===== src/rtl/phy_misc_consts.svh =====
// Purpose: named constants for the indicator, strap and reset control block
// Assumes: 32-bit apb data, 12-bit byte address
// Notes: timing counts are derived from these figures inside the modules
`ifndef PHY_MISC_CONSTS_SVH
`define PHY_MISC_CONSTS_SVH

// ==========================================================================
// clock and timing
`define CLK_FREQ_HZ 250000000
`define CLK_PER_US 250
`define RESET_MIN_TIME_US 1000
`define BLINK_ACT_HZ 10
`define BLINK_COL_HZ 20

// ==========================================================================
// register byte offsets
`define OFS_BASIC_CTRL 12'h000
`define OFS_CODING_CTRL 12'h004
`define OFS_STRAP_STATUS 12'h008
`define OFS_ADVERTISE 12'h00c
`define OFS_INDICATOR 12'h010

// ==========================================================================
// field positions
`define BIT_LOOPBACK 14
`define BIT_AUTONEG 12
`define BIT_POWER_DOWN 11
`define BIT_BYPASS 1
`define STRAP_LSB 3
`define STRAP_MSB 7

// indicator pin indices; strap bit = index + STRAP_LSB
`define LED_SPEED10 4
`define LED_ACTIVITY 3
`define LED_LINK 2
`define LED_DUPCOL 1
`define LED_SPEED100 0
`define LED_COUNT 5

// ==========================================================================
// reset values
`define AUTONEG_RESET 1'h1
`define LOOPBACK_RESET 1'h0
`define POWER_DOWN_RESET 1'h0
`define BYPASS_RESET 1'h0
`define STRAP_RESET 5'h00
`define ADVERTISE_RESET 2'h0

`endif


===== src/rtl/phy_misc_pkg.sv =====
// Purpose: shared types for the indicator, strap and reset control block
// Assumes: constants live in phy_misc_consts.svh
// Notes: none
package phy_misc_pkg;

    // ======================================================================
    // internal reset sequencer
    typedef enum logic [1:0]
    {
        RST_HOLD = 2'b00,
        RST_COUNT = 2'b01,
        RST_DONE = 2'b10
    } rst_state_t;

endpackage : phy_misc_pkg


===== src/rtl/blink_if.sv =====
// Purpose: carries the blink run request and the two blink phases
// Assumes: single clock domain
// Notes: phase[0] is the slow blink, phase[1] the fast blink
`timescale 1ns/1ns
interface blink_if;
    logic run;
    logic [1:0] phase;

    modport gen
    (
        input run,
        output phase
    );

    modport user
    (
        output run,
        input phase
    );
endinterface : blink_if


===== src/rtl/phy_led_strap_reset_control.sv =====
// Purpose: indicator drive, strap capture, config inputs, reset and power-down control
// Assumes: link status inputs come from logic on pclk; pins are asynchronous
// Notes: indicator and config pins pass two flip-flops before use
// What this block does
// - low-speed indicator on at 10 Mb/s
// - latch low-speed, activity, link straps bits 7-5
// - latch duplex and high-speed straps bits 4-3
// - activity indicator blinks 10 Hz on traffic
// - link indicator on, blinks with traffic
// - duplex indicator on in full duplex
// - duplex indicator blinks 20 Hz on collision in half duplex
// - high-speed indicator on at 100 Mb/s
// - autoneg uses both config inputs for advertisement
// - first config input sets coding bypass bit
// - second config input sets loopback bit
// - power-up reset lasts more than 1 ms
// - reset-done low until reset finished
// - power-down is pin OR control bit
// - power-down floats line and indicators, isolates MII
//
// Chosen here: the APB slave port and the register offsets.
`timescale 1ns/1ns
`include "phy_misc_consts.svh"
module phy_led_strap_reset_control
#(
    parameter int unsigned RESET_CYCLES = `CLK_PER_US * `RESET_MIN_TIME_US + 1,
    parameter int unsigned SLOW_HALF = `CLK_FREQ_HZ / (2 * `BLINK_ACT_HZ),
    parameter int unsigned FAST_HALF = `CLK_FREQ_HZ / (2 * `BLINK_COL_HZ)
)
(
    input wire logic pclk,
    input wire logic presetn,
    input wire logic [11:0] paddr,
    input wire logic psel,
    input wire logic penable,
    input wire logic pwrite,
    input wire logic [31:0] pwdata,
    output logic [31:0] prdata,
    output logic pready,
    output logic pslverr,
    input wire logic reset_pin_n,
    output logic reset_done,
    input wire logic pwrdn_pin,
    input wire logic config_strap_a,
    input wire logic config_strap_b,
    input wire logic link_good,
    input wire logic speed_100,
    input wire logic activity,
    input wire logic full_duplex,
    input wire logic collision,
    input wire logic [`LED_COUNT-1:0] led_in,
    output logic [`LED_COUNT-1:0] led_out,
    output logic [`LED_COUNT-1:0] led_oe_n,
    output logic line_tx_oe_n,
    output logic mii_isolate,
    output logic power_down,
    output logic autoneg_enable,
    output logic coding_bypass,
    output logic loopback_enable,
    output logic [1:0] adv_select
);
    localparam int EXT_W = `LED_COUNT + 4;
    localparam int RCW = $clog2(RESET_CYCLES + 1);
    localparam logic [RCW-1:0] RST_LAST = RCW'(RESET_CYCLES - 1);

    // ======================================================================
    // input synchronisers
    logic [EXT_W-1:0] ext_raw;
    logic [EXT_W-1:0] ext_meta_reg;
    logic [EXT_W-1:0] ext_sync_reg;
    logic rst_pin_s;
    logic pwrdn_s;
    logic cfg_b_s;
    logic cfg_a_s;
    logic [`LED_COUNT-1:0] led_s;

    assign ext_raw = {reset_pin_n, pwrdn_pin, config_strap_b, config_strap_a, led_in};

    always_ff @(posedge pclk or negedge presetn)
    begin
        if (!presetn)
        begin
            ext_meta_reg <= '0;
            ext_sync_reg <= '0;
        end
        else
        begin
            ext_meta_reg <= ext_raw;
            ext_sync_reg <= ext_meta_reg;
        end
    end

    assign {rst_pin_s, pwrdn_s, cfg_b_s, cfg_a_s, led_s} = ext_sync_reg;

    // ======================================================================
    // reset sequencer
    phy_misc_pkg::rst_state_t state_reg;
    phy_misc_pkg::rst_state_t state_next;
    logic [RCW-1:0] rst_cnt_reg;
    logic done_reg;
    logic strap_take;

    always_comb
    begin
        state_next = state_reg;
        unique case (state_reg)
            phy_misc_pkg::RST_HOLD:
                state_next = phy_misc_pkg::RST_COUNT;
            phy_misc_pkg::RST_COUNT:
                if (rst_cnt_reg == RST_LAST)
                    state_next = phy_misc_pkg::RST_DONE;
            phy_misc_pkg::RST_DONE:
                state_next = phy_misc_pkg::RST_DONE;
            default:
                state_next = phy_misc_pkg::RST_HOLD;
        endcase
        if (!rst_pin_s)
            state_next = phy_misc_pkg::RST_HOLD;
    end

    always_ff @(posedge pclk or negedge presetn)
    begin
        if (!presetn)
            state_reg <= phy_misc_pkg::RST_HOLD;
        else
            state_reg <= state_next;
    end

    always_ff @(posedge pclk or negedge presetn)
    begin
        if (!presetn)
            rst_cnt_reg <= '0;
        else if (state_reg != phy_misc_pkg::RST_COUNT || !rst_pin_s)
            rst_cnt_reg <= '0;
        else if (rst_cnt_reg != RST_LAST)
            rst_cnt_reg <= rst_cnt_reg + 1'b1;
    end

    always_ff @(posedge pclk or negedge presetn)
    begin
        if (!presetn)
            done_reg <= 1'b0;
        else
            done_reg <= (state_next == phy_misc_pkg::RST_DONE);
    end

    assign reset_done = done_reg;
    assign strap_take = (state_reg == phy_misc_pkg::RST_COUNT) && (state_next == phy_misc_pkg::RST_DONE);

    // ======================================================================
    // strap capture: indicators are floated during reset so pins show pulls
    logic [`LED_COUNT-1:0] strap_reg;

    always_ff @(posedge pclk or negedge presetn)
    begin
        if (!presetn)
            strap_reg <= `STRAP_RESET;
        else if (strap_take)
            strap_reg <= led_s;
    end

    // ======================================================================
    // apb decode
    logic setup;
    logic access;
    logic addr_ok;
    logic wr_basic;
    logic wr_coding;

    assign setup = psel && !penable;
    assign access = psel && penable;
    assign addr_ok = (paddr == `OFS_BASIC_CTRL) || (paddr == `OFS_CODING_CTRL) ||
                     (paddr == `OFS_STRAP_STATUS) || (paddr == `OFS_ADVERTISE) ||
                     (paddr == `OFS_INDICATOR);
    assign pready = 1'b1;
    assign pslverr = access && (!addr_ok || (pwrite && !done_reg));
    assign wr_basic = access && pwrite && done_reg && (paddr == `OFS_BASIC_CTRL);
    assign wr_coding = access && pwrite && done_reg && (paddr == `OFS_CODING_CTRL);

    // ======================================================================
    // control registers except adv_reg, returned to reset values until reset is done
    logic autoneg_reg;
    logic loopback_reg;
    logic pd_bit_reg;
    logic bypass_reg;
    logic [1:0] adv_reg;

    always_ff @(posedge pclk or negedge presetn)
    begin
        if (!presetn)
        begin
            autoneg_reg <= `AUTONEG_RESET;
            pd_bit_reg <= `POWER_DOWN_RESET;
        end
        else if (!done_reg)
        begin
            autoneg_reg <= `AUTONEG_RESET;
            pd_bit_reg <= `POWER_DOWN_RESET;
        end
        else if (wr_basic)
        begin
            autoneg_reg <= pwdata[`BIT_AUTONEG];
            pd_bit_reg <= pwdata[`BIT_POWER_DOWN];
        end
    end

    // config inputs override software while autoneg is off
    always_ff @(posedge pclk or negedge presetn)
    begin
        if (!presetn)
            loopback_reg <= `LOOPBACK_RESET;
        else if (!autoneg_reg)
            loopback_reg <= cfg_b_s;
        else if (!done_reg)
            loopback_reg <= `LOOPBACK_RESET;
        else if (wr_basic)
            loopback_reg <= pwdata[`BIT_LOOPBACK];
    end

    always_ff @(posedge pclk or negedge presetn)
    begin
        if (!presetn)
            bypass_reg <= `BYPASS_RESET;
        else if (!autoneg_reg)
            bypass_reg <= cfg_a_s;
        else if (!done_reg)
            bypass_reg <= `BYPASS_RESET;
        else if (wr_coding)
            bypass_reg <= pwdata[`BIT_BYPASS];
    end

    always_ff @(posedge pclk or negedge presetn)
    begin
        if (!presetn)
            adv_reg <= `ADVERTISE_RESET;
        else if (autoneg_reg)
            adv_reg <= {cfg_b_s, cfg_a_s};
    end

    assign autoneg_enable = autoneg_reg;
    assign loopback_enable = loopback_reg;
    assign coding_bypass = bypass_reg;
    assign adv_select = adv_reg;

    // ======================================================================
    // power-down
    logic pd_reg;

    always_ff @(posedge pclk or negedge presetn)
    begin
        if (!presetn)
            pd_reg <= 1'b0;
        else
            pd_reg <= pwrdn_s || pd_bit_reg;
    end

    assign power_down = pd_reg;
    assign line_tx_oe_n = pd_reg;
    assign mii_isolate = pd_reg;
    assign led_oe_n = {`LED_COUNT{pd_reg || !done_reg}};

    // ======================================================================
    // indicators
    blink_if bl ();
    logic [`LED_COUNT-1:0] led_reg;

    assign bl.run = done_reg;

    blink_divider #(
        .SLOW_HALF(SLOW_HALF),
        .FAST_HALF(FAST_HALF)
    ) u_blink (
        .pclk(pclk),
        .presetn(presetn),
        .bl(bl.gen)
    );

    always_ff @(posedge pclk or negedge presetn)
    begin
        if (!presetn)
            led_reg <= '0;
        else
        begin
            led_reg[`LED_SPEED10] <= link_good && !speed_100;
            led_reg[`LED_SPEED100] <= link_good && speed_100;
            led_reg[`LED_ACTIVITY] <= activity && bl.phase[0];
            led_reg[`LED_LINK] <= link_good && (!activity || bl.phase[0]);
            led_reg[`LED_DUPCOL] <= full_duplex || (collision && bl.phase[1]);
        end
    end

    assign led_out = led_reg;

    // ======================================================================
    // register read data, loaded in the setup cycle
    always_ff @(posedge pclk or negedge presetn)
    begin
        if (!presetn)
            prdata <= '0;
        else if (setup)
        begin
            prdata <= '0;
            unique case (paddr)
                `OFS_BASIC_CTRL:
                begin
                    prdata[`BIT_LOOPBACK] <= loopback_reg;
                    prdata[`BIT_AUTONEG] <= autoneg_reg;
                    prdata[`BIT_POWER_DOWN] <= pd_bit_reg;
                end
                `OFS_CODING_CTRL:
                    prdata[`BIT_BYPASS] <= bypass_reg;
                `OFS_STRAP_STATUS:
                    prdata[`STRAP_MSB:`STRAP_LSB] <= strap_reg;
                `OFS_ADVERTISE:
                    prdata[1:0] <= adv_reg;
                `OFS_INDICATOR:
                    prdata[`LED_COUNT:0] <= {pd_reg, led_reg};
                default:
                    prdata <= '0;
            endcase
        end
    end
endmodule : phy_led_strap_reset_control


===== src/rtl/blink_divider.sv =====
// Purpose: divides the clock down to the two indicator blink rates
// Assumes: run is low while the device is in reset
// Notes: each phase toggles once per half period
`timescale 1ns/1ns
`include "phy_misc_consts.svh"
module blink_divider
#(
    parameter int unsigned SLOW_HALF = `CLK_FREQ_HZ / (2 * `BLINK_ACT_HZ),
    parameter int unsigned FAST_HALF = `CLK_FREQ_HZ / (2 * `BLINK_COL_HZ)
)
(
    input wire logic pclk,
    input wire logic presetn,
    blink_if.gen bl
);
    localparam int CW = $clog2(SLOW_HALF + 1);

    logic [CW-1:0] cnt_reg [2];
    logic [1:0] phase_reg;

    // ======================================================================
    // one counter and phase per blink rate
    genvar g;
    generate
        for (g = 0; g < 2; g++)
        begin : g_rate
            localparam int unsigned HALF = (g == 0) ? SLOW_HALF : FAST_HALF;
            localparam logic [CW-1:0] LAST = CW'(HALF - 1);
            logic wrap;
            assign wrap = (cnt_reg[g] == LAST);

            always_ff @(posedge pclk or negedge presetn)
            begin
                if (!presetn)
                    cnt_reg[g] <= '0;
                else if (!bl.run || wrap)
                    cnt_reg[g] <= '0;
                else
                    cnt_reg[g] <= cnt_reg[g] + 1'b1;
            end

            always_ff @(posedge pclk or negedge presetn)
            begin
                if (!presetn)
                    phase_reg[g] <= 1'b0;
                else if (!bl.run)
                    phase_reg[g] <= 1'b0;
                else if (wrap)
                    phase_reg[g] <= ~phase_reg[g];
            end

        end
    endgenerate

    assign bl.phase = phase_reg;
endmodule : blink_divider


===== config.mk =====
export PLATFORM = sky130hd
export DESIGN_NAME = phy_led_strap_reset_control
export DESIGN_NICKNAME = d
export VERILOG_FILES = /design/src/rtl/phy_misc_pkg.sv /design/src/rtl/blink_if.sv /design/src/rtl/phy_led_strap_reset_control.sv /design/src/rtl/blink_divider.sv
export VERILOG_INCLUDE_DIRS = /design/src /design/src/rtl
export SDC_FILE = /design/constraint.sdc
export NUM_CORES = 1
export LEC_CHECK = 0
export ABC_CLOCK_PERIOD_IN_PS = 2500
export BUFFER_PORTS_ARGS = -buffer_cell sky130_fd_sc_hd__buf_2
export CORE_MARGIN = 2
export CORE_UTILIZATION = 40
export CTS_CLUSTER_DIAMETER = 30
export DETAILED_ROUTE_END_ITERATION = 8
export SLEW_MARGIN = 20
export SYNTH_ARGS = -nofsm -noshare
export SYNTH_HDL_FRONTEND = slang
export SYNTH_HIERARCHICAL = 1
export SYNTH_SLANG_ARGS = --single-unit

===== constraint.sdc =====
create_clock -name pclk -period 2.5 [get_ports pclk]
set_input_delay 0 -clock pclk [delete_from_list [all_inputs] [get_ports pclk]]
set_output_delay 0 -clock pclk [all_outputs]
set_load 0.02 [all_outputs]

# --- Word-level counts from Yosys, hierarchy flattened ---
# Cells that the tools add are included.
totals:
  ff_bits: 117
  in_bits: 63
  output_inout_bits: 53
op_classes:
  addsub: 3
  eq_ne: 17
  mux: 28
  bitwise: 2
  n_reduce_logical: 35
ops:
  columns: ["operator", "n"]
  rows:
  - ["24-bit by 1-bit adder with 24-bit output (second input constant)", 2]
  - ["24-bit 2-to-1 mux", 2]
  - ["18-bit 2-to-1 mux", 2]
  - ["12-bit by 4-bit equality test with 1-bit output (second input constant)", 2]
  - ["24-bit by 23-bit equality test with 1-bit output (second input constant)", 1]
  - ["24-bit equality test (second input constant)", 1]
  - ["18-bit by 1-bit adder with 18-bit output (second input constant)", 1]
  - ["18-bit equality test (second input constant)", 1]
  - ["18-bit != test (second input constant)", 1]
  - ["1-bit 2-to-1 mux", 16]
  - ["1-bit logical AND", 14]
  - ["12-bit by 3-bit equality test with 1-bit output (second input constant)", 1]
  - ["12-bit by 5-bit equality test with 1-bit output (second input constant)", 1]
  - ["12-bit logical NOT", 1]
  - ["1-bit logical OR", 12]
  - ["2-bit 2-to-1 mux", 4]
  - ["2-bit by 1-bit != test with 1-bit output (second input constant)", 4]
  - ["1-bit logical NOT", 6]
  - ["3-bit != test (second input constant)", 2]
  - ["2-bit case mux with 3 select lines", 1]
  - ["3-bit case mux with 2 select lines", 1]
  - ["2-bit equality test (second input constant)", 2]
  - ["1-bit case mux with 3 select lines", 1]
  - ["2-bit by 1-bit equality test with 1-bit output (second input constant)", 1]
  - ["4 further kinds", 5]

# --- Logic depth before layout (Yosys ltp) ---
# Gate-level depths: netlist of run 1.
depth:
  ltp_word: 8
  ltp_mapped: 7
  mapped_depth_nobuf: 6

# --- By module ---
# The synthesis of run 1 kept the hierarchy.
modules_own_cells:
  columns: ["mod", "instances", "cells_each", "area_per_inst_um2", "seq_area_each_um2"]
  rows:
  - ["phy_led_strap_reset_control", 1, 282, 3040.4, 1677.9]
  - ["blink_divider", 1, 267, 2570.0, 1251.2]

# --- Worst setup path before layout of run 1 ---
# Ideal clock, no wire load.
synth_timing:
  path_type: "flip-flop to flip-flop"
  startpoint: "reg u_blink/cnt_reg[24] (netlist name)"
  endpoint: "reg u_blink/cnt_reg[42] (netlist name)"
  setup_time_ps: 78
  t_arrival_ps: 1781
  path_slack_ps: 641
  stages_incl_launch_ff: 6
  n_path_buf: 0
  synth_period_minus_slack_ps: 1859
  cell_sequence: "dfrtp_1 -> ha_1 -> nand3_2 -> or4_1 -> or3_1 -> a21oi_1"
synth_between:
  elab_chain_cells: 3
  word_cells_on_any_way: 4
synth_rtl:
  columns: ["item", "line", "source"]
  rows:
  - ["start: declaration", "blink_divider.sv:18", "logic [CW-1:0] cnt_reg [2];"]
  - ["start signal: indexed assignment", "blink_divider.sv:39", "cnt_reg[g] <= cnt_reg[g] + 1'b1;"]
  - ["parallel branches: the longest is 2 deep, another holds 24-bit by 1-bit adder with 24-bit output", null, null]
  - ["24-bit 2-to-1 mux (*)", "blink_divider.sv:36", "else if (!bl.run || wrap)"]
# Every way passes the cells marked *.
# A chain may end at the register's enable or synchronous reset.

# --- Worst setup path after layout of run 1 ---
layout_timing:
  startpoint: "reg u_blink/cnt_reg[12] (netlist name)"
  endpoint: "reg u_blink/cnt_reg[8] (netlist name)"
layout_between:
  elab_chain_cells: 3
layout_rtl:
  columns: ["item", "line", "source"]
  rows:
  - ["24-bit by 23-bit equality test with 1-bit output", "blink_divider.sv:30", "assign wrap = (cnt_reg[g] == LAST);"]
  - ["1-bit logical OR", "blink_divider.sv:36", null]
  - ["24-bit 2-to-1 mux", "blink_divider.sv:36", null]
# Every way passes these cells.

==> results of run 1 <==
-- synthesized netlist by cell type (all sizes together), types with 2 or more instances --
library cell	number
a21oi	31
nand3b	4
and2	7
mux2	7
inv	16
buf	34
nor4	8
nand2b	6
and4	11
a31oi	3
a22o	3
a221o	3
and3	9
o21ai	26
ha	4
o31ai	8
nor4b	2
a21o	2
a21boi	2
nor2b	9
conb	2
or4	12
nor2	46
nor3	12
or3	18
or2	2
nand3	28
nand4	25
nand2	36
xnor2	14
clkbuf	12
xor2	20
dfrtp	116
-- worst max-delay path by stage --
stage,start,to,cells past startpoint
after floorplan,u_blink/cnt_reg[24],u_blink/cnt_reg[42],5
after global placement,u_blink/cnt_reg[12],u_blink/cnt_reg[2],5
after detailed placement,u_blink/cnt_reg[12],u_blink/cnt_reg[5],5
after CTS,u_blink/cnt_reg[12],u_blink/cnt_reg[5],5
after global routing,u_blink/cnt_reg[24],u_blink/cnt_reg[46],5
final,u_blink/cnt_reg[12],u_blink/cnt_reg[8],5
-- metrics by stage --
| stage | power (mW) | utilization (%) | hold WS (ns) |
|---|---|---|---|
| floorplan | 2.06 | - | -0.296 |
| global placement | 2.13 | 43.7 | 0.00807 |
| detailed placement | 2.13 | 43.7 | 0.00663 |
| CTS | 4.51 | 49.8 | 0.00895 |
| global route | 4.62 | 49.8 | 0.0425 |
| finish | 4.46 | 49.8 | 0.0304 |
-- area by class of cell --
class / count / area (µm²) / area share (%)
timing repair buffer: 100 / 668 / 9.74
clock inverter: 3 / 40.0 / 0.584
multi-input combinational: 390 / 2400 / 35.0
tap: 180 / 225 / 3.28
sequential: 117 / 2930 / 42.7
clock buffer: 29 / 541 / 7.88
inverter: 16 / 60.1 / 0.875
-- worst max-delay path: stages (launching register included) --
cell and delay (ns):
dfrtp_1 0.38, inv_1 0.09, or4_1 0.57, o41ai_4 0.54, buf_4 0.27, nor2_1 0.07
-- per-layer routing --
metal	track usage, %	vias up	share of wire, %
li1	-	2099	-
met1	22.2	2119	47
met2	25.6	119	46
met3	4.41	13	5.0
met4	6.54	0	1.2
met5	0	-	0
-- power by group through the flow --
| stage | Sequential [mW] | Combinational, mW | Clock (mW) |
|---|---|---|---|
| after global placement | 1.96 | 0.164 | 0 |
| after CTS | 1.93 | 0.195 | 2.38 |
| after detailed placement | 1.96 | 0.165 | 0 |
| after global routing | 1.93 | 0.216 | 2.47 |
| final | 1.93 | 0.192 | 2.33 |
| after floorplan | 1.97 | 0.0921 | 0 |
-- cells by family after synthesis --
group | Yosys count | synth area share, %
adder cells (fa/ha/maj) | 4 | 0.892
AO/OA/AOI/OAI | 85 | 9.48
AND/OR/NAND/NOR | 237 | 24.0
multiplexers | 8 | 1.58
other | 2 | 0.134
XOR/XNOR | 34 | 5.31
buffers and inverters | 62 | 6.38
flip-flops | 117 | 52.2
-- repair_timing --
item / CTS / global route
hold buffers: 26 / 0
resized for setup: 0 / 0
endpoints found under the hold margin: 56 / 0
==> flow_summary.json, run 1 <==
{
  "outcome": "completed",
  "p_switching_uw": 918,
  "min_path_type": "input pin to flop",
  "start_util_pct": 40.7,
  "postCtsSetupBuffers": 0,
  "maxCapViolations": 0,
  "period_share_pct": 81.9,
  "min-delay-start": "pwdata[14]",
  "place_ws_ns": 0.462,
  "drt-pass1-iter-count": 4,
  "dp_cells": 777,
  "min_period_ns": 2.05,
  "num-fill-cells": 1306,
  "placed_area_mm2": 0.00602,
  "r2r_start": "u_blink/cnt_reg[12]",
  "pin_count": 116,
  "overflow": 0,
  "clk_latency_ns": 0.41,
  "root_buffer": "clkbuf_16",
  "setup_viol": 0,
  "vias": 4350,
  "gp_congestion": 0.790,
  "ys_warn_count": 6,
  "grt_max_degree": 55,
  "die_area_mm2": 0.0150,
  "antenna_cells": 0,
  "hpwlAfterDp_um": 8000,
  "ys.flop_type": "dfrtp_1",
  "rrSetupSlack_ns": 0.45,
  "wirelength_um": 11700,
  "fin_skew_ns": 0.0110,
  "wl_per_cell_um": 14.0,
  "cp.required_ns": 2.79,
  "synth_enable_flop_cells": 0,
  "hold_depth": 4,
  "max_freq_mhz": 488,
  "final-hold-violation-count": 0,
  "power_density_mw_per_mm2": 649,
  "final_common_cell": "dfrtp_1",
  "htreeDepth": 4,
  "cts_inserted_buffers": 17,
  "syn-cell-area_mm2": 0.00561,
  "nets": 709,
  "worstSetupStartpointType": "flop",
  "synth.yosys.seq_area_share_pct": 52.2,
  "cts_tree": "built",
  "die_h_um": 122,
  "maxSlewViolCount": 0,
  "path_max_fanout": 12,
  "clk_path_buf_depth": 2,
  "ant_nets": 0,
  "reg2regPathDepth": 5,
  "setup_ws_ns": 0.453,
  "leakagePower_nw": 2.92,
  "finalSetupTns_ns": 0,
  "io_buffers": 65,
  "grt_pass1_wl_um": 19600,
  "grt_setup_unrepaired": "no",
  "first_global_vias": 4150,
  "cts.sinks": 117,
  "rows": 43,
  "switching_share_pct": 20.6,
  "stdcell_area_mm2": 0.00686,
  "synth_top_area_cell": "dfrtp_1",
  "die_w_um": 122,
  "fp.coreArea_mm2": 0.0138,
  "synth_cell_types": 55,
  "synthTopCellsByArea": "dfrtp_1 52%, buf_4 3.7%, xor2_1 3.1%, nor2_1 3.1%, a21oi_1 2.8%",
  "viasPerCell": 5.21,
  "grtUsageTotal_pct": 16.5,
  "yosysTopAreaCellShare_pct": 51.7,
  "largest_reg_flops": 48,
  "worst_pin_slew_ns": 0.704,
  "drive_gt1_share_pct": 18.8,
  "antenna_found_initial": 0,
  "syn_inst": 549,
  "synth-seq-cells": 117,
  "holdPathEnd": "loopback_enable",
  "intPower_mw": 3.54,
  "final_cells": 835,
  "reg2reg_to": "u_blink/cnt_reg[8]",
  "endpoint_kind": "flop",
  "area_delta_synth_final_pct": 22.3,
  "arrival_ns": 2.33,
  "synth.avg_cell_area_um2": 10.2,
  "dr.first_iter.drc_count": 218,
  "drc": 0,
  "relSlewSlack_pct": 52.7,
  "p_comb_share_pct": 4.3,
  "power_frac_seq_pct": 43.4,
  "final_cell_mix": "116 x dfrtp_1, 64 x buf_2, 46 x nor2_1",
  "clkTransAtPathRegs_ns": 0.05,
  "pwr-share-clk_pct": 52.3,
  "ir_drop_v": 0.000534,
  "async_reset_ff_share_pct": 100,
  "setup.worst_path.class": "flop to flop"
}
(Power assumes the default switching activity.)
==> run 2, diff against run 1 <==
--- a/config.mk
+++ b/config.mk
@@ -6,7 +6,7 @@
 export SDC_FILE = /design/constraint.sdc
 export NUM_CORES = 1
 export LEC_CHECK = 0
-export ABC_CLOCK_PERIOD_IN_PS = 2500
+export ABC_CLOCK_PERIOD_IN_PS = 1900
 export BUFFER_PORTS_ARGS = -buffer_cell sky130_fd_sc_hd__buf_2
 export CORE_MARGIN = 2
 export CORE_UTILIZATION = 40
==> constraint.sdc (replaced) <==
create_clock -name pclk -period 1.9 [get_ports pclk]
set_input_delay 0 -clock pclk [delete_from_list [all_inputs] [get_ports pclk]]
set_output_delay 0 -clock pclk [all_outputs]
set_load 0.02 [all_outputs]
==> run 2 against run 1 <==
- final cell count grew 6.3%
- fmax grew 11%
- die area is the same
- combinational power grew 40%
- design area grew 7.5%
- clock skew shrank 0.0064 ns
- clock-buffer cell count shrank 11
- via count grew 4.8%
- critical path type unchanged
==> flow_summary.json, run 2 (synthesized netlist as in run 1, its figures left out) <==
{
  "path_max_fanout": 2,
  "cts.sinks": 117,
  "cp.required_ns": 2.23,
  "ant_nets": 0,
  "endpoint_kind": "flop",
  "final_common_cell": "dfrtp_1",
  "htreeDepth": 4,
  "relSlewSlack_pct": 64.8,
  "dr.first_iter.drc_count": 291,
  "min_period_ns": 1.84,
  "period_share_pct": 96.8,
  "final_cell_mix": "116 x dfrtp_1, 64 x buf_2, 57 x buf_4",
  "clk_path_buf_depth": 2,
  "worstSetupStartpointType": "flop",
  "ir_drop_v": 0.000564,
  "dp_cells": 818,
  "die_w_um": 122,
  "area_delta_synth_final_pct": 31.5,
  "wl_per_cell_um": 14.4,
  "io_buffers": 65,
  "slowest_delay_ns": 0.56,
  "nets": 762,
  "first_global_vias": 4539,
  "path_cells": "inv_1, or4_1, nor4_1, mux2i_1",
  "final-hold-violation-count": 0,
  "max_freq_mhz": 544,
  "die_h_um": 122,
  "pin_count": 116,
  "root_buffer": "clkbuf_16",
  "maxSlewViolCount": 0,
  "arrival_ns": 2.17,
  "antenna_found_initial": 0,
  "setup.worst_path.class": "flop to flop",
  "largest_reg_flops": 48,
  "rows": 43,
  "power_density_mw_per_mm2": 839,
  "reg2regPathDepth": 4,
  "grt_pass1_wl_um": 21300,
  "maxCapViolations": 0,
  "fp.coreArea_mm2": 0.0138,
  "clkTransAtPathRegs_ns": 0.06,
  "place_ws_ns": -0.0348,
  "cts_tree": "built",
  "cp_slowest_cell": "or4_1",
  "drc": 0,
  "die_area_mm2": 0.0150,
  "rrSetupSlack_ns": 0.06,
  "r2r_start": "u_blink/cnt_reg[12]",
  "leakagePower_nw": 3.22,
  "wirelength_um": 12800,
  "reg2reg_to": "u_blink/bl.phase[1]",
  "drt-pass1-iter-count": 7,
  "hold_depth": 5,
  "gp_congestion": 0.829,
  "worst_pin_slew_ns": 0.523,
  "grt_setup_unrepaired": "yes",
  "min-delay-start": "paddr[1]",
  "drive_gt1_share_pct": 26.6,
  "cts_inserted_buffers": 17,
  "vias": 4559,
  "holdPathEnd": "autoneg_enable",
  "grt_max_degree": 39,
  "num-fill-cells": 1198,
  "clk_latency_ns": 0.42,
  "setup_ws_ns": 0.0612,
  "start_util_pct": 40.7,
  "fin_skew_ns": 0.00456,
  "viasPerCell": 5.13,
  "grtUsageTotal_pct": 18.1,
  "outcome": "completed",
  "antenna_cells": 0,
  "hpwlAfterDp_um": 8820,
  "final_cells": 888,
  "overflow": 0,
  "min_path_type": "input pin to flop",
  "setup_viol": 0
}
run 2: critical path: cells and delay by family, from the launching register on:
| kind | cells | cell delay (ns) |
|---|---|---|
| DFF | 1 | 0.34 |
| and+or+nand+nor | 2 | 1.08 |
| buffers and inverters | 1 | 0.05 |
| muxes | 1 | 0.27 |
run 2: worst max-delay path by stage:
| stage | start | to | slack, ns |
|---|---|---|---|
| 2_1_floorplan | u_blink/cnt_reg[24] | u_blink/cnt_reg[42] | 0.04 |
| 3_3_place_gp | rst_cnt_reg[10] | strap_reg[4] | 0.002 |
| 3_5_place_dp | rst_cnt_reg[2] | strap_reg[4] | -0.03 |
| 4_1_cts | u_blink/cnt_reg[34] | u_blink/cnt_reg[45] | 0.007 |
| 5_1_grt | u_blink/cnt_reg[30] | u_blink/cnt_reg[35] | -0.004 |
| 6_report | u_blink/cnt_reg[12] | u_blink/bl.phase[1] | 0.06 |
run 2: timing repair:
| action | CTS | global route |
|---|---|---|
| pin swaps | 1 | 5 |
| hold endpoints to repair | 88 | 0 |
| resized for setup | 1 | 13 |
| setup endpoints to repair | 5 | 29 |
| setup buffers | 2 | 7 |
| hold buffers | 29 | 0 |
run 2: per-stage QoR:
| step | TNS, ns | util, % | total power, mW | hold slack [ns] | cell area [µm²] |
|---|---|---|---|---|---|
| 6_report | 0 | 53.6 | 6.19 | 0.0352 | 7380 |
| 3_3_place_gp | 0 | 46.0 | 2.80 | 0.00542 | 6340 |
| 3_5_place_dp | -0.141 | 46.0 | 2.81 | 0.0118 | 6340 |
| 5_1_grt | -0.00452 | 53.6 | 6.43 | 0.0489 | 7380 |
| 4_1_cts | 0 | 52.9 | 6.27 | 0.0122 | 7280 |
| 2_1_floorplan | 0 | - | 2.71 | -0.296 | 5690 |
run 2: cell type report:
class | instances | area (µm²) | area share (%)
Multi-Input combinational cell | 390 | 2450 | 33.1
Clock buffer | 18 | 439 | 5.95
Inverter | 16 | 60.1 | 0.814
Tap cell | 180 | 225 | 3.05
Clock inverter | 14 | 190 | 2.58
Timing Repair Buffer | 153 | 1090 | 14.8
Sequential cell | 117 | 2930 | 39.7
run 2: power breakdown:
part           internal, mW  leakage, nW  switching, mW
Combinational         0.101         1.34          0.166
Clock                  2.14        0.306           1.25
Sequential             2.52         1.57         0.0168
run 2: layer usage:
metal	part of all wire [%]	up-vias	track usage, %
li1	-	2209	-
met1	46	2222	23.0
met2	49	112	29.3
met3	4.2	16	5.11
met4	1.5	0	6.97
met5	0	-	0
==> run 3, diff against run 2 <==
--- a/config.mk
+++ b/config.mk
@@ -9,9 +9,10 @@
 export ABC_CLOCK_PERIOD_IN_PS = 1900
 export BUFFER_PORTS_ARGS = -buffer_cell sky130_fd_sc_hd__buf_2
 export CORE_MARGIN = 2
-export CORE_UTILIZATION = 40
+export CORE_UTILIZATION = 55
 export CTS_CLUSTER_DIAMETER = 30
 export DETAILED_ROUTE_END_ITERATION = 8
+export PLACE_DENSITY = 0.8
 export SLEW_MARGIN = 20
 export SYNTH_ARGS = -nofsm -noshare
 export SYNTH_HDL_FRONTEND = slang
==> run 3 against run 2 <==
- the run now ends with hold timing left
- register-to-register slack got worse by 0.04 ns
- clock-buffer cell count rose by 2
- first-iteration DRC count rose by 48%
- flip-flop and latch count did not move
- combinational power barely moved
- global-route usage rose by 7.7 points
- sequential share of layout area rose by 1.1 points
- die area fell by 26%
- clock power fell by 9.8%
- final cell count fell by 6.6%
- core utilization rose by 19 points
- critical path type unchanged
- largest power group unchanged
==> flow_summary.json, run 3 (synthesized netlist as in run 1, its figures left out) <==
{
  "endpoint_kind": "flop",
  "drc": 0,
  "antenna_found_initial": 0,
  "wl_per_cell_um": 16.6,
  "start_util_pct": 57.1,
  "power_density_mw_per_mm2": 817,
  "setup_ws_ns": 0.0248,
  "cp.required_ns": 2.29,
  "place_ws_ns": 0.0203,
  "final-hold-violation-count": 2,
  "final_cell_mix": "116 x dfrtp_1, 64 x buf_2, 46 x nor2_1",
  "setup_viol": 0,
  "arrival_ns": 2.27,
  "power_mw": 5.86,
  "gp_congestion": 0.858,
  "ir_drop_v": 0.000563,
  "reg2regPathDepth": 6,
  "cts_inserted_buffers": 17,
  "clkTransAtPathRegs_ns": 0.06,
  "whs_ns": -0.0391,
  "io_buffers": 65,
  "drt-pass1-iter-count": 5,
  "overflow": 0,
  "violations": "hold timing",
  "period_share_pct": 98.7,
  "outcome": "complete, but fails checks",
  "reg2reg_to": "strap_reg[0]",
  "leakagePower_nw": 3.11,
  "multi_input_area_mm2": 0.00245,
  "hold_depth": 4,
  "rows": 36,
  "clk_path_buf_depth": 2,
  "dr.first_iter.drc_count": 431,
  "root_buffer": "clkbuf_8",
  "cts.sinks": 117,
  "nets": 750,
  "max_freq_mhz": 533,
  "final_common_cell": "dfrtp_1",
  "area_delta_synth_final_pct": 27.8,
  "seq_area_mm2": 0.00293,
  "grt_setup_unrepaired": "yes",
  "min_path_type": "input pin to flop",
  "die_area_mm2": 0.0110,
  "die_h_um": 105,
  "maxSlewViolCount": 0,
  "die_w_um": 105,
  "grt_max_degree": 55,
  "hpwlAfterDp_um": 8580,
  "largest_reg_flops": 48,
  "path_max_fanout": 5,
  "drive_gt1_share_pct": 24.7,
  "fin_util_pct": 73.0,
  "viasPerCell": 5.78,
  "cts_tree": "built",
  "ant_nets": 0,
  "relSlewSlack_pct": 64.3,
  "first_global_vias": 4732,
  "wirelength_um": 13800,
  "htreeDepth": 4,
  "worst_pin_slew_ns": 0.536,
  "pin_count": 116,
  "vias": 4788,
  "rrSetupSlack_ns": 0.02,
  "worstSetupStartpointType": "flop",
  "min_period_ns": 1.88,
  "fin_skew_ns": 0.00736,
  "grt_pass1_wl_um": 22900,
  "antenna_cells": 0,
  "num-fill-cells": 643,
  "grtUsageTotal_pct": 25.7,
  "fp.coreArea_mm2": 0.00982,
  "maxCapViolations": 0,
  "min-delay-start": "psel",
  "setup.worst_path.class": "flop to flop",
  "clk_latency_ns": 0.51,
  "holdPathEnd": "prdata[14]",
  "r2r_start": "rst_cnt_reg[0]"
}
[run 3: changes by cell type in the layout (fill, tap and decap cells not counted), sizes merged]
cell | previous run | this run
clkinvlp | 1 | 6
inv | 23 | 17
clkbuf | 18 | 20
bufinv | 3 | 2
dlygate4sd3 | 29 | 32
buf | 124 | 109
[run 3: layer usage]
metal | global-route usage [%] | wire (µm) | vias to the layer above
met3 | 5.49 | 674 | 26
met5 | 0 | 0 | -
met2 | 44.2 | 7210 | 178
met4 | 7.90 | 235 | 0
li1 | - | - | 2188
met1 | 32.7 | 5650 | 2396
[run 3: how the worst max path moves through the flow]
| stage | from | slack, ns | end |
|---|---|---|---|
| final | rst_cnt_reg[0] | 0.02 | strap_reg[0] |
| after global routing | rst_cnt_reg[0] | -0.02 | strap_reg[4] |
| after CTS | u_blink/cnt_reg[25] | 0.003 | u_blink/cnt_reg[46] |
| after detailed placement | rst_cnt_reg[14] | 0.02 | strap_reg[3] |
| after global placement | u_blink/cnt_reg[12] | 0.07 | u_blink/cnt_reg[10] |
| after floorplan | u_blink/cnt_reg[24] | 0.04 | u_blink/cnt_reg[42] |
[run 3: area by class of cell]
class	instances	area share, %
sequential	117	40.8
multi-input combinational	390	34.2
timing repair buffer	141	13.8
clock buffer	20	6.21
tap	133	2.32
clock inverter	12	1.80
inverter	16	0.837
[run 3: through the flow]
step / TNS [ns] / hold slack (ns) / instance area [µm²] / std cells
floorplan: 0 / -0.296 / 5690 / 569
global placement: 0 / 0.0106 / 6190 / 760
detailed placement: 0 / 0.0209 / 6190 / 760
CTS: 0 / 0.0213 / 7110 / 827
global route: -0.0963 / 0.0275 / 7170 / 829
finish: 0 / -0.0391 / 7170 / 829
[run 3: worst max-delay path: stages (launching register included)]
cell     delay [ns]
dfrtp_1        0.44
inv_2          0.09
ha_1           0.16
nor2b_4        0.16
nand4_1        0.18
nor3_4         0.37
mux2_2         0.38
[run 3: timing repair]
item                                    in CTS  in global routing
hold buffers                                33                  0
endpoints found under the setup margin      10                 38
setup buffers                                2                  3
gates resized for setup                      1                 13
pin swaps                                    3                  3
hold endpoints to repair                   139                  0
gates cloned                                 0                  0
[run 3: power breakdown]
part           internal [mW]  switching, mW
clock                   1.93           1.13
combinational         0.0946          0.171
sequential              2.52         0.0197
